<file path="src/rtl/cmf_pkg.sv">
package cmf_pkg;
  // Link pacing: one byte on the wire is start, eight data bits and stop
  localparam int CLK_HZ = 50000000;
  localparam int LINK_BAUD = 230400;
  localparam int BITS_PER_BYTE = 10;
  localparam int BYTE_CYC = (CLK_HZ / LINK_BAUD) * BITS_PER_BYTE;
  // Idle time, in byte times, before a partial message or a pending answer is given up
  localparam int TIMEOUT_BYTES = 256;
  localparam int TIMEOUT_CYC = TIMEOUT_BYTES * BYTE_CYC;
  localparam int CNT_W = 20;

  // Message type codes, host to target
  localparam logic [2:0] HT_SET = 3'h0;
  localparam logic [2:0] HT_GET = 3'h1;
  localparam logic [2:0] HT_RANGE = 3'h2;
  localparam logic [2:0] HT_ACK = 3'h3;
  // Message type codes, target to host
  localparam logic [2:0] TT_RSP = 3'h0;
  localparam logic [2:0] TT_UNSOL = 3'h1;
  localparam logic [2:0] TT_RANGE = 3'h2;
  localparam logic [2:0] TT_ACK = 3'h3;
  // Type bit that marks a data channel message, the rest is the channel
  localparam int DATA_BIT = 2;

  // Byte positions and sizes
  localparam logic [13:0] HDR_BYTES = 14'h0002;
  localparam logic [13:0] CODE_HI_IDX = 14'h0003;
  localparam logic [13:0] CODE_END = 14'h0004;
  localparam logic [13:0] ACK_TOTAL = 14'h0003;
  localparam logic [13:0] PARAM_BYTES = 14'h0004;
  localparam logic [13:0] DATA_MAX_TOTAL = 14'h2002;
  localparam logic [2:0] PARAM_MAX = 3'h4;
  localparam logic [7:0] MAX_CH = 8'h03;
  localparam logic [3:0] DATA_HEAD_N = 4'h2;

  // Total bytes of a message from its length field
  function automatic logic [13:0] cmf_total(input logic [12:0] len, input logic is_data);
    cmf_total = (is_data && len == 13'h0000) ? DATA_MAX_TOTAL : {1'b0, len};
  endfunction

  // Header word; low byte goes first on the link
  function automatic logic [15:0] cmf_hdr(input logic [12:0] len, input logic [2:0] typ);
    cmf_hdr = {typ, len[12:8], len[7:0]};
  endfunction
endpackage

</file>
<file path="src/rtl/cmf_tx_if.sv">
`timescale 1ns/1ps
interface cmf_tx_if;
  logic start;
  logic [13:0] total;
  logic [3:0] head_n;
  logic [63:0] head;
  logic [7:0] ext_byte;
  logic busy;
  logic ext_take;
  modport ctl (output start, total, head_n, head, ext_byte, input busy, ext_take);
  modport ser (input start, total, head_n, head, ext_byte, output busy, ext_take);
endinterface

</file>
<file path="src/rtl/cmf_framer.sv">
`timescale 1ns/1ps
module cmf_framer #(
  parameter int RX_TIMEOUT_CYC = cmf_pkg::TIMEOUT_CYC,
  parameter int RSP_WAIT_CYC = cmf_pkg::TIMEOUT_CYC
) (
  input wire logic clk_i,
  input wire logic rst_n_i,
  input wire logic ce_i,
  input wire logic rx_valid_i,
  input wire logic [7:0] rx_data_i,
  input wire logic tx_ready_i,
  output logic tx_valid_o,
  output logic [7:0] tx_data_o,
  output logic pay_valid_o,
  output logic [7:0] pay_data_o,
  output logic [1:0] pay_ch_o,
  output logic msg_done_o,
  output logic [2:0] msg_type_o,
  output logic [15:0] msg_code_o,
  output logic [13:0] msg_len_o,
  output logic [31:0] msg_param_o,
  output logic msg_abort_o,
  output logic hdr_err_o,
  output logic rsp_wait_o,
  input wire logic rsp_valid_i,
  input wire logic rsp_ok_i,
  input wire logic [2:0] rsp_nbytes_i,
  input wire logic [31:0] rsp_data_i,
  input wire logic ack_en_i,
  input wire logic unsol_valid_i,
  input wire logic [15:0] unsol_code_i,
  input wire logic [2:0] unsol_nbytes_i,
  input wire logic [31:0] unsol_data_i,
  output logic unsol_taken_o,
  input wire logic dtx_valid_i,
  input wire logic [1:0] dtx_ch_i,
  input wire logic [12:0] dtx_len_i,
  input wire logic [7:0] dtx_byte_i,
  output logic dtx_started_o,
  output logic dtx_take_o
);
  typedef enum {RX_LO, RX_HI, RX_BODY} cmf_rx_state_t;

  localparam logic [cmf_pkg::CNT_W-1:0] RX_LIMIT = cmf_pkg::CNT_W'(RX_TIMEOUT_CYC);
  localparam logic [cmf_pkg::CNT_W-1:0] RSP_LIMIT = cmf_pkg::CNT_W'(RSP_WAIT_CYC);

  // Total byte count of a reply, its parameter bytes capped at what the head buffer holds
  function automatic logic [13:0] cmf_reply_total(input logic [2:0] n);
    cmf_reply_total = cmf_pkg::CODE_END + ((n > cmf_pkg::PARAM_MAX) ?
      {11'h000, cmf_pkg::PARAM_MAX} : {11'h000, n});
  endfunction

  cmf_tx_if tx ();

  cmf_tx_ser u_ser (
    .clk_i(clk_i),
    .rst_n_i(rst_n_i),
    .ce_i(ce_i),
    .tx(tx.ser),
    .tx_ready_i(tx_ready_i),
    .tx_valid_o(tx_valid_o),
    .tx_data_o(tx_data_o)
  );

  // Receive side state
  cmf_rx_state_t rx_state;
  logic [7:0] len_lo;
  logic [2:0] typ;
  logic [13:0] total;
  logic [13:0] idx;
  logic [15:0] code;
  logic [31:0] params;
  logic [cmf_pkg::CNT_W-1:0] gap_cnt;
  logic rx_req;
  logic rx_dat_done;

  // Header decode, host direction meanings
  wire [2:0] hi_type = rx_data_i[7:5];
  wire [12:0] hi_len = {rx_data_i[4:0], len_lo};
  wire hi_is_data = hi_type[cmf_pkg::DATA_BIT];
  wire hi_is_ctl = hi_type < cmf_pkg::HT_ACK;
  wire [13:0] hi_total = cmf_pkg::cmf_total(hi_len, hi_is_data);
  // A length that does not fit the type (too short, or for an acknowledge other than three) cannot be a real header; drop it and hunt again
  wire hi_sane = hi_is_data ? (hi_total >= cmf_pkg::HDR_BYTES) :
    hi_is_ctl ? (hi_total >= cmf_pkg::CODE_END) :
    (hi_total == cmf_pkg::ACK_TOTAL);

  wire is_data = typ[cmf_pkg::DATA_BIT];
  wire is_ctl = typ < cmf_pkg::HT_ACK;
  wire is_ack = typ == cmf_pkg::HT_ACK;
  wire last = idx == (total - 14'h0001);
  wire [13:0] slot = is_ctl ? (idx - cmf_pkg::CODE_END) : (idx - cmf_pkg::HDR_BYTES);
  wire slot_hit = !is_data && (!is_ctl || idx >= cmf_pkg::CODE_END) &&
    slot < cmf_pkg::PARAM_BYTES;
  wire [4:0] slot_sh = {slot[1:0], 3'h0};
  wire [31:0] next_params = slot_hit ?
    ((params & ~(32'h000000FF << slot_sh)) | ({24'h000000, rx_data_i} << slot_sh)) :
    params;
  wire [15:0] next_code = (idx == cmf_pkg::CODE_HI_IDX) ?
    {rx_data_i, code[7:0]} : code;
  wire ack_bad = is_ack && rx_data_i > cmf_pkg::MAX_CH;
  wire rx_late = rx_state != RX_LO && gap_cnt >= RX_LIMIT;

  always_ff @(posedge clk_i)
  begin
    if (!rst_n_i)
      gap_cnt <= '0;
    else if (ce_i)
      gap_cnt <= (rx_valid_i || rx_state == RX_LO) ? '0 :
        gap_cnt + cmf_pkg::CNT_W'(1);
  end

  always_ff @(posedge clk_i)
  begin
    if (!rst_n_i)
    begin
      rx_state <= RX_LO;
      len_lo <= 8'h00;
      typ <= 3'h0;
      total <= 14'h0000;
      idx <= 14'h0000;
      code <= 16'h0000;
      params <= 32'h00000000;
      rx_req <= 1'b0;
      rx_dat_done <= 1'b0;
      pay_valid_o <= 1'b0;
      pay_data_o <= 8'h00;
      pay_ch_o <= 2'h0;
      msg_done_o <= 1'b0;
      msg_type_o <= 3'h0;
      msg_code_o <= 16'h0000;
      msg_len_o <= 14'h0000;
      msg_param_o <= 32'h00000000;
      msg_abort_o <= 1'b0;
      hdr_err_o <= 1'b0;
    end
    else if (ce_i)
    begin
      pay_valid_o <= 1'b0;
      msg_done_o <= 1'b0;
      msg_abort_o <= 1'b0;
      hdr_err_o <= 1'b0;
      rx_req <= 1'b0;
      rx_dat_done <= 1'b0;
      if (rx_late)
      begin
        rx_state <= RX_LO;
        msg_abort_o <= 1'b1;
      end
      else if (rx_valid_i)
      begin
        case (rx_state)
          RX_LO:
          begin
            len_lo <= rx_data_i;
            rx_state <= RX_HI;
          end
          RX_HI:
          begin
            typ <= hi_type;
            total <= hi_total;
            idx <= cmf_pkg::HDR_BYTES;
            code <= 16'h0000;
            params <= 32'h00000000;
            if (!hi_sane)
            begin
              // Only a plausibility check; true recovery is left to the link
              hdr_err_o <= 1'b1;
              rx_state <= RX_LO;
            end
            else if (hi_total == cmf_pkg::HDR_BYTES)
            begin
              // Empty data message is complete with its header
              msg_done_o <= 1'b1;
              msg_type_o <= hi_type;
              msg_len_o <= hi_total;
              msg_code_o <= 16'h0000;
              msg_param_o <= 32'h00000000;
              rx_dat_done <= 1'b1;
              rx_state <= RX_LO;
            end
            else
              rx_state <= RX_BODY;
          end
          RX_BODY:
          begin
            idx <= idx + 14'h0001;
            params <= next_params;
            if (is_ctl && idx == cmf_pkg::HDR_BYTES)
              code[7:0] <= rx_data_i;
            if (is_ctl && idx == cmf_pkg::CODE_HI_IDX)
              code[15:8] <= rx_data_i;
            if (is_data)
            begin
              pay_valid_o <= 1'b1;
              pay_data_o <= rx_data_i;
              pay_ch_o <= typ[1:0];
            end
            if (last)
            begin
              rx_state <= RX_LO;
              if (ack_bad)
                hdr_err_o <= 1'b1;
              else
              begin
                msg_done_o <= 1'b1;
                msg_type_o <= typ;
                msg_len_o <= total;
                msg_code_o <= is_ctl ? next_code : 16'h0000;
                msg_param_o <= next_params;
                rx_req <= is_ctl;
                rx_dat_done <= is_data;
              end
            end
          end
          default:
            rx_state <= RX_LO;
        endcase
      end
    end
  end

  // Transmit side state
  logic [cmf_pkg::CNT_W-1:0] wait_cnt;
  logic [15:0] pend_code;
  logic [2:0] pend_rtype;
  logic ans;
  logic ans_ok;
  logic [2:0] ans_n;
  logic [31:0] ans_data;
  logic [15:0] ans_code;
  logic [2:0] ans_rtype;
  logic ack_pend;
  logic [1:0] ack_ch;

  wire rsp_late = rsp_wait_o && wait_cnt >= RSP_LIMIT;
  wire can_issue = !tx.busy && !tx.start;
  // Range requests get range answers, set and get share the plain answer
  wire [2:0] req_rtype = (msg_type_o == cmf_pkg::HT_RANGE) ?
    cmf_pkg::TT_RANGE : cmf_pkg::TT_RSP;

  // A rejection is the bare header of the answer type
  wire [13:0] rsp_total = ans_ok ? cmf_reply_total(ans_n) :
    cmf_pkg::HDR_BYTES;
  wire [63:0] rsp_head = {ans_data, ans_code,
    cmf_pkg::cmf_hdr(rsp_total[12:0], ans_rtype)};
  wire [13:0] ack_total = cmf_pkg::ACK_TOTAL;
  wire [63:0] ack_head = {40'h0000000000, 6'h00, ack_ch,
    cmf_pkg::cmf_hdr(ack_total[12:0], cmf_pkg::TT_ACK)};
  wire [13:0] unsol_total = cmf_reply_total(unsol_nbytes_i);
  wire [63:0] unsol_head = {unsol_data_i, unsol_code_i,
    cmf_pkg::cmf_hdr(unsol_total[12:0], cmf_pkg::TT_UNSOL)};
  wire [2:0] dtx_type = {1'b1, dtx_ch_i};
  wire [13:0] dtx_total = cmf_pkg::cmf_total(dtx_len_i, 1'b1);
  wire [63:0] dtx_head = {48'h000000000000, cmf_pkg::cmf_hdr(dtx_len_i, dtx_type)};

  // Fixed priority: answers first so a waiting host is never starved
  wire have = ans || ack_pend || unsol_valid_i || dtx_valid_i;
  wire [13:0] sel_total = ans ? rsp_total : ack_pend ? ack_total :
    unsol_valid_i ? unsol_total : dtx_total;
  wire [63:0] sel_head = ans ? rsp_head : ack_pend ? ack_head :
    unsol_valid_i ? unsol_head : dtx_head;
  wire [3:0] sel_n = (ans || ack_pend || unsol_valid_i) ? sel_total[3:0] :
    cmf_pkg::DATA_HEAD_N;

  assign tx.ext_byte = dtx_byte_i;
  assign dtx_take_o = tx.ext_take;

  always_ff @(posedge clk_i)
  begin
    if (!rst_n_i)
      wait_cnt <= '0;
    else if (ce_i)
      wait_cnt <= (rx_req || !rsp_wait_o) ? '0 : wait_cnt + cmf_pkg::CNT_W'(1);
  end

  always_ff @(posedge clk_i)
  begin
    if (!rst_n_i)
    begin
      rsp_wait_o <= 1'b0;
      pend_code <= 16'h0000;
      pend_rtype <= 3'h0;
      ans <= 1'b0;
      ans_ok <= 1'b0;
      ans_n <= 3'h0;
      ans_data <= 32'h00000000;
      ans_code <= 16'h0000;
      ans_rtype <= 3'h0;
      ack_pend <= 1'b0;
      ack_ch <= 2'h0;
      tx.start <= 1'b0;
      tx.total <= 14'h0000;
      tx.head_n <= 4'h0;
      tx.head <= 64'h0;
      unsol_taken_o <= 1'b0;
      dtx_started_o <= 1'b0;
    end
    else if (ce_i)
    begin
      tx.start <= 1'b0;
      unsol_taken_o <= 1'b0;
      dtx_started_o <= 1'b0;
      if (can_issue && have)
      begin
        tx.start <= 1'b1;
        tx.total <= sel_total;
        tx.head_n <= sel_n;
        tx.head <= sel_head;
        if (ans)
          ans <= 1'b0;
        else if (ack_pend)
          ack_pend <= 1'b0;
        else if (unsol_valid_i)
          unsol_taken_o <= 1'b1;
        else
          dtx_started_o <= 1'b1;
      end
      // Capture after the issue clear so a new answer is never lost
      if (rsp_wait_o && (rsp_valid_i || rsp_late))
      begin
        // Silence from the item logic turns into a rejection
        rsp_wait_o <= 1'b0;
        ans <= 1'b1;
        ans_ok <= rsp_valid_i && rsp_ok_i;
        ans_n <= rsp_nbytes_i;
        ans_data <= rsp_valid_i ? rsp_data_i : 32'h00000000;
        ans_code <= pend_code;
        ans_rtype <= pend_rtype;
      end
      // New events after the clears so a same-cycle arrival is kept
      if (rx_req)
      begin
        rsp_wait_o <= 1'b1;
        pend_code <= msg_code_o;
        pend_rtype <= req_rtype;
      end
      if (rx_dat_done && ack_en_i)
      begin
        ack_pend <= 1'b1;
        ack_ch <= msg_type_o[1:0];
      end
    end
  end
endmodule // cmf_framer

</file>
<file path="src/rtl/cmf_tx_ser.sv">
`timescale 1ns/1ps
module cmf_tx_ser (
  input wire logic clk_i,
  input wire logic rst_n_i,
  input wire logic ce_i,
  cmf_tx_if.ser tx,
  input wire logic tx_ready_i,
  output logic tx_valid_o,
  output logic [7:0] tx_data_o
);
  logic [63:0] head;
  logic [13:0] total;
  logic [13:0] cnt;
  logic [3:0] head_n;
  logic gap;

  // The gap after a streamed byte gives the source one cycle to present the next
  wire advance = tx.busy && !gap && (!tx_valid_o || tx_ready_i);
  wire more = cnt < total;
  wire from_head = cnt < {10'h000, head_n};
  wire [7:0] head_byte = head[{cnt[2:0], 3'h0} +: 8];

  always_ff @(posedge clk_i)
  begin
    if (!rst_n_i)
    begin
      tx.busy <= 1'b0;
      tx.ext_take <= 1'b0;
      head <= 64'h0;
      total <= 14'h0000;
      cnt <= 14'h0000;
      head_n <= 4'h0;
      gap <= 1'b0;
      tx_valid_o <= 1'b0;
      tx_data_o <= 8'h00;
    end
    else if (ce_i)
    begin
      tx.ext_take <= 1'b0;
      gap <= 1'b0;
      if (tx_valid_o && tx_ready_i)
        tx_valid_o <= 1'b0;
      if (!tx.busy)
      begin
        if (tx.start)
        begin
          tx.busy <= 1'b1;
          head <= tx.head;
          total <= tx.total;
          head_n <= tx.head_n;
          cnt <= 14'h0000;
        end
      end
      else if (advance)
      begin
        if (more)
        begin
          tx_valid_o <= 1'b1;
          tx_data_o <= from_head ? head_byte : tx.ext_byte;
          cnt <= cnt + 14'h0001;
          if (!from_head)
          begin
            tx.ext_take <= 1'b1;
            gap <= 1'b1;
          end
        end
        else
          tx.busy <= 1'b0;
      end
    end
  end
endmodule // cmf_tx_ser
</file>
<file path="config.mk">
export PLATFORM = sky130hd
export DESIGN_NAME = cmf_framer
export DESIGN_NICKNAME = d
export VERILOG_FILES = /design/src/rtl/cmf_pkg.sv /design/src/rtl/cmf_tx_if.sv /design/src/rtl/cmf_framer.sv /design/src/rtl/cmf_tx_ser.sv
export SDC_FILE = /design/constraint.sdc
export NUM_CORES = 1
export LEC_CHECK = 0
export BUFFER_PORTS_ARGS = -buffer_cell sky130_fd_sc_hd__buf_4
export CAP_MARGIN = 20
export CORE_ASPECT_RATIO = 0.9
export CORE_MARGIN = 2
export CORE_UTILIZATION = 55
export CTS_BUF_LIST = sky130_fd_sc_hd__clkbuf_16
export CTS_CLUSTER_DIAMETER = 100
export DETAILED_ROUTE_END_ITERATION = 10
export PLACE_DENSITY = 0.73
export SYNTH_ARGS = -nofsm -noshare
export SYNTH_HDL_FRONTEND = slang
export SYNTH_SLANG_ARGS = --single-unit
</file>
<file path="constraint.sdc">
create_clock -name clk_i -period 4.21 [get_ports clk_i]
set_clock_uncertainty 0.1 [all_clocks]
set_input_delay 0.6315 -clock clk_i [delete_from_list [all_inputs] [get_ports clk_i]]
set_output_delay 0.6315 -clock clk_i [all_outputs]
set_load 0.01 [all_outputs]
</file>
==> PnR_summary.wiki <==
{| class="wikitable"
! Metric !! Value
|-
| Die H || 188 um
|-
| Via density per instance || 5.97
|-
| Post-synth top flop || sky130_fd_sc_hd__dfxtp_1
|-
| Number of endpoints with negative hold slack in the final report || 0
|-
| Ordered list of cells on the worst path || inv_1 -> ha_1 -> nor3b_2 -> xnor2_1 -> a32o_1 -> o211ai_1 -> nor4_4 -> buf_4 -> nor2_4 -> buf_4 -> mux2i_1
|-
| Synthesized netlist cell count || 2360
|-
| Input/output buffers || 218
|-
| GR Overflow Total || 0
|-
| Number of cells after detailed placement || 2927
|-
| Number of buffers added by the clock tree synthesis step || 47
|-
| Final weighted congestion in routability-driven placement || 0.885
|-
| Die Width || 209 um
|-
| Worst hold slack || 0.166 ns
|-
| Required @ worst endpoint || 4.62 ns
|-
| Crit path capture || msg_code_o[4]
|-
| Top cell type by total area after synthesis || sky130_fd_sc_hd__dfxtp_1
|-
| Total global-route track usage || 0.288
|-
| Relative slew slack || 0.292
|-
| Number of buffers inserted by post-CTS setup repair || 0
|-
| Reported max-cap violation count || 0
|-
| Final WL || 57800 um
|-
| Biggest area contributors in the synthesized netlist || sky130_fd_sc_hd__dfxtp_1 46%, sky130_fd_sc_hd__nand2_1 7.9%, sky130_fd_sc_hd__mux2i_1 5.7%
|-
| I/O Pins || 219
|-
| Final setup fails || 0
|-
| Slowest stage cell on the critical path || sky130_fd_sc_hd__nor2_4
|-
| FF-to-FF setup slack || 0.56 ns
|-
| Number of placement rows || between 60 and 70
|-
| Sort of element at the end of the critical path || flip-flop
|-
| Area growth, synth to finish || 16.5%
|-
| Total leakage power || 9.16 nW
|-
| Final TNS setup || 0 ns
|-
| Buffering stage count on the worst path with inverters included || 3
|-
| First-pass GRT wire length || roughly 90000 um
|-
| Share of post-route cells with drive strength above 1 || 0.169
|-
| R2R Path Start || total[0]
|-
| Part of the Yosys area used for sequential elements || 0.458
|-
| Maximum buffer depth of the clock tree || 3
|-
| Data arrival time at the worst-slack endpoint || about 4 ns
|-
| Worst vdd ir || 0.365 mV
|-
| Post-synth top area share || 0.458
|-
| Vias after detailed routing || approximately 18k
|-
| Count of cell instances traversed by the critical path || 11
|-
| Vias in the first global route || 17.0k
|-
| Synth Area per Inst || 8.80 sq um
|-
| Antenna Violating Nets Remaining || 0
|-
| Worst skew pair latency || ~0.59 ns
|-
| Maximum number of pins on one net before global-route repair || 157
|-
| Clock slew at reported path FFs || 0.06 ns
|-
| Pre-Repair DR Iteration Count || 9
|-
| Top fanout value on the critical path || 17
|-
| Post-synthesis net count || 2519
|-
| Run status || finished clean
|-
| Final worst path period share || 0.867
|-
| Final cell count without fillers || 3017
|-
| Cell chosen for the clock root || sky130_fd_sc_hd__clkbuf_16
|-
| Iter 0 DRT Violations || 1694
|-
| CTS H-tree lvls || 2
|-
| Critical path class || flip-flop to flip-flop
|-
| Slew at the pin closest to its max-slew limit || 1.05 ns
|-
| Reg-to-Reg End || msg_code_o[4]
|-
| Crit start category || flip-flop
|-
| Die footprint || slightly below 0.04 sq mm
|-
| Standard cell core area || around 0.037 sq mm
|-
| Pins over their slew limit || 0
|-
| Post-synth cell types || 79
|-
| Number of nets in the finished design || ~2.7k
|-
| Cell area power density || 383 mW/mm^2
|-
| Starting Density || 0.558
|-
| Core Util, Final || 0.650
|-
| Family of cells with the greatest summed delay on the critical path || simple AND/OR/NAND/NOR gates
|-
| Beginning of the critical path || total[0]
|-
| Number of synthesized register bits || about 480
|-
| Average routed wire per standard cell || around 19 um
|-
| Async S/R FF share, synth || 0
|-
| Worst hold path class || primary input to flip-flop
|-
| Maximum operating frequency || 0.274 GHz
|-
| Minimum period implied by the final worst setup slack || 3.65 ns
|-
| EDFF count, synth || 0
|-
| Number of instances on the worst hold path || 3
|-
| HPWL after detailed placement || around 40000 um
|-
| Top cell by count, worst path || sky130_fd_sc_hd__buf_4
|-
| Post-Synthesis Cell Area || 0.0208 sq mm
|-
| Clock Sink Count || roughly 480
|-
| Clock tree from TritonCTS || yes
|-
| Unrepaired setup endpoints after global routing || no
|-
| Total number of yosys warnings || 0
|-
| Number of cells traversed by the worst register-to-register path || 11
|-
| Number of antenna violations at the first check in global routing || 1
|-
| DRC violations left || 0
|-
| Crit-path max cell delay || 0.51 ns
|}
kinds of logic (layout without fill, tap and decap cells):
logic type | count (synthesis) | in the layout | synth area share
other | 0 | 1 | 0
muxes | 161 | 161 | 0.0889
and+or+nand+nor | 917 | 917 | 0.198
buffers and inverters | 216 | 389 | 0.0420
AOI/OAI and AO/OA | 498 | 498 | 0.169
DFF | 475 | 475 | 0.458
xor gates and xnor gates | 61 | 61 | 0.0257
adders and majority gates | 32 | 32 | 0.0193
per-layer routing:
metal | global-route usage | share of wire | routed length (um) | up-vias
met1 | 0.414 | 0.46 | 26400 | 8723
met2 | 0.427 | 0.43 | 25000 | 605
met4 | 0.107 | 0.031 | 1780 | 2
met5 | 0 | 0.00026 | 15 | -
li1 | - | - | - | 8566
met3 | 0.0587 | 0.080 | 4610 | 109
sequential cells by signal, summed over array words and instances (netlist names), 20 cells and up:
name         flops
wait_cnt        20
u_ser.head      63
tx.head         63
params          32
msg_param_o     32
gap_cnt         20
ans_data        32
synth_stat cells, types with 32 or more instances:
master and n:
sky130_fd_sc_hd__ha_1 32, sky130_fd_sc_hd__or3_1 37, sky130_fd_sc_hd__a22oi_1 36, sky130_fd_sc_hd__nor2_1 214
sky130_fd_sc_hd__nand2_1 438, sky130_fd_sc_hd__o21ai_0 45, sky130_fd_sc_hd__inv_1 48, sky130_fd_sc_hd__a21oi_1 211
sky130_fd_sc_hd__nor3_1 47, sky130_fd_sc_hd__nand3_1 53, sky130_fd_sc_hd__dfxtp_1 475, sky130_fd_sc_hd__clkbuf_1 138
sky130_fd_sc_hd__mux2i_1 118
how the worst min path moves through the flow:
stage | start | to
floorplan | tx.head_n[1] | u_ser.head_n[1]
global placement | tx.total[2] | u_ser.total[2]
detailed placement | tx.head[27] | u_ser.head[27]
CTS | rsp_data_i[10] | ans_data[10]
global route | rsp_data_i[3] | ans_data[3]
finish | rsp_data_i[10] | ans_data[10]
layout by cell type, fill, tap and decap left out, types with 11 or more instances in the layout:
cell                        Yosys  layout
sky130_fd_sc_hd__o21ai_0       45      44
sky130_fd_sc_hd__xor2_1        30      30
sky130_fd_sc_hd__inv_1         48      61
sky130_fd_sc_hd__nand3_1       53      53
sky130_fd_sc_hd__xnor2_1       31      31
sky130_fd_sc_hd__a22oi_1       36      36
sky130_fd_sc_hd__o21a_1        20      20
sky130_fd_sc_hd__nor2_1       214     214
sky130_fd_sc_hd__buf_4          0     250
sky130_fd_sc_hd__ha_1          32      32
sky130_fd_sc_hd__and3_1        15      15
sky130_fd_sc_hd__nor3_1        47      45
sky130_fd_sc_hd__nand4_1       19      19
sky130_fd_sc_hd__a22o_1        16      16
sky130_fd_sc_hd__mux4_2        16      16
sky130_fd_sc_hd__a21oi_1      211     211
sky130_fd_sc_hd__a21boi_0      16      16
sky130_fd_sc_hd__a31oi_1       19      19
sky130_fd_sc_hd__or3_1         37      36
sky130_fd_sc_hd__dfxtp_1      475     475
sky130_fd_sc_hd__nand2_1      438     438
sky130_fd_sc_hd__nor4_1        19      19
sky130_fd_sc_hd__o31ai_2       11      11
sky130_fd_sc_hd__and2_1        14      14
sky130_fd_sc_hd__a222oi_1      31      31
sky130_fd_sc_hd__mux2_2        27      27
sky130_fd_sc_hd__mux2i_1      118     118
sky130_fd_sc_hd__clkbuf_16      0      47
sky130_fd_sc_hd__o2bb2ai_2     30      30
power breakdown:
group / switching (mW) / total (mW) / leakage, nW / internal, mW
clock: 1.82 / 4.12 / 0.768 / 2.29
combinational: 0.353 / 0.549 / 4.56 / 0.197
sequential: 0.0430 / 4.59 / 3.83 / 4.55
total: 2.22 / 9.26 / 9.16 / 7.04
final cells by class:
cell class | instances | area (sq um)
Tap cell | 483 | 604
Antenna cell | 1 | 2.50
Timing Repair Buffer | 254 | 1950
Fill cell | 3148 | 13000
Clock buffer | 47 | 1180
Clock inverter | 38 | 324
Inverter | 50 | 195
Sequential cell | 475 | 9510
Multi-Input combinational cell | 1669 | 10400
through the flow:
stage,power (mW),cell area [sq um],worst slack (ns)
after floorplan,5.00,20800,1.09
after global placement,5.22,22600,0.443
after detailed placement,5.23,22600,0.362
after CTS,9.30,24100,0.314
after global routing,9.55,24200,0.243
final,9.26,24200,0.560
worst register-to-register path, stage by stage (launching register included):
cell and delay, ns:
sky130_fd_sc_hd__dfxtp_1 0.40, sky130_fd_sc_hd__inv_1 0.09, sky130_fd_sc_hd__ha_1 0.30, sky130_fd_sc_hd__nor3b_2 0.41, sky130_fd_sc_hd__xnor2_1 0.12, sky130_fd_sc_hd__a32o_1 0.28
sky130_fd_sc_hd__o211ai_1 0.41, sky130_fd_sc_hd__nor4_4 0.08, sky130_fd_sc_hd__buf_4 0.20, sky130_fd_sc_hd__nor2_4 0.51, sky130_fd_sc_hd__buf_4 0.42, sky130_fd_sc_hd__mux2i_1 0.27
what timing repair did:
item / in CTS / in global routing
setup endpoints to repair: 0 / 17
resized for setup: 0 / 1
hold buffers: 0 / 0
No activity file was read; power rests on OpenSTA's default activity.
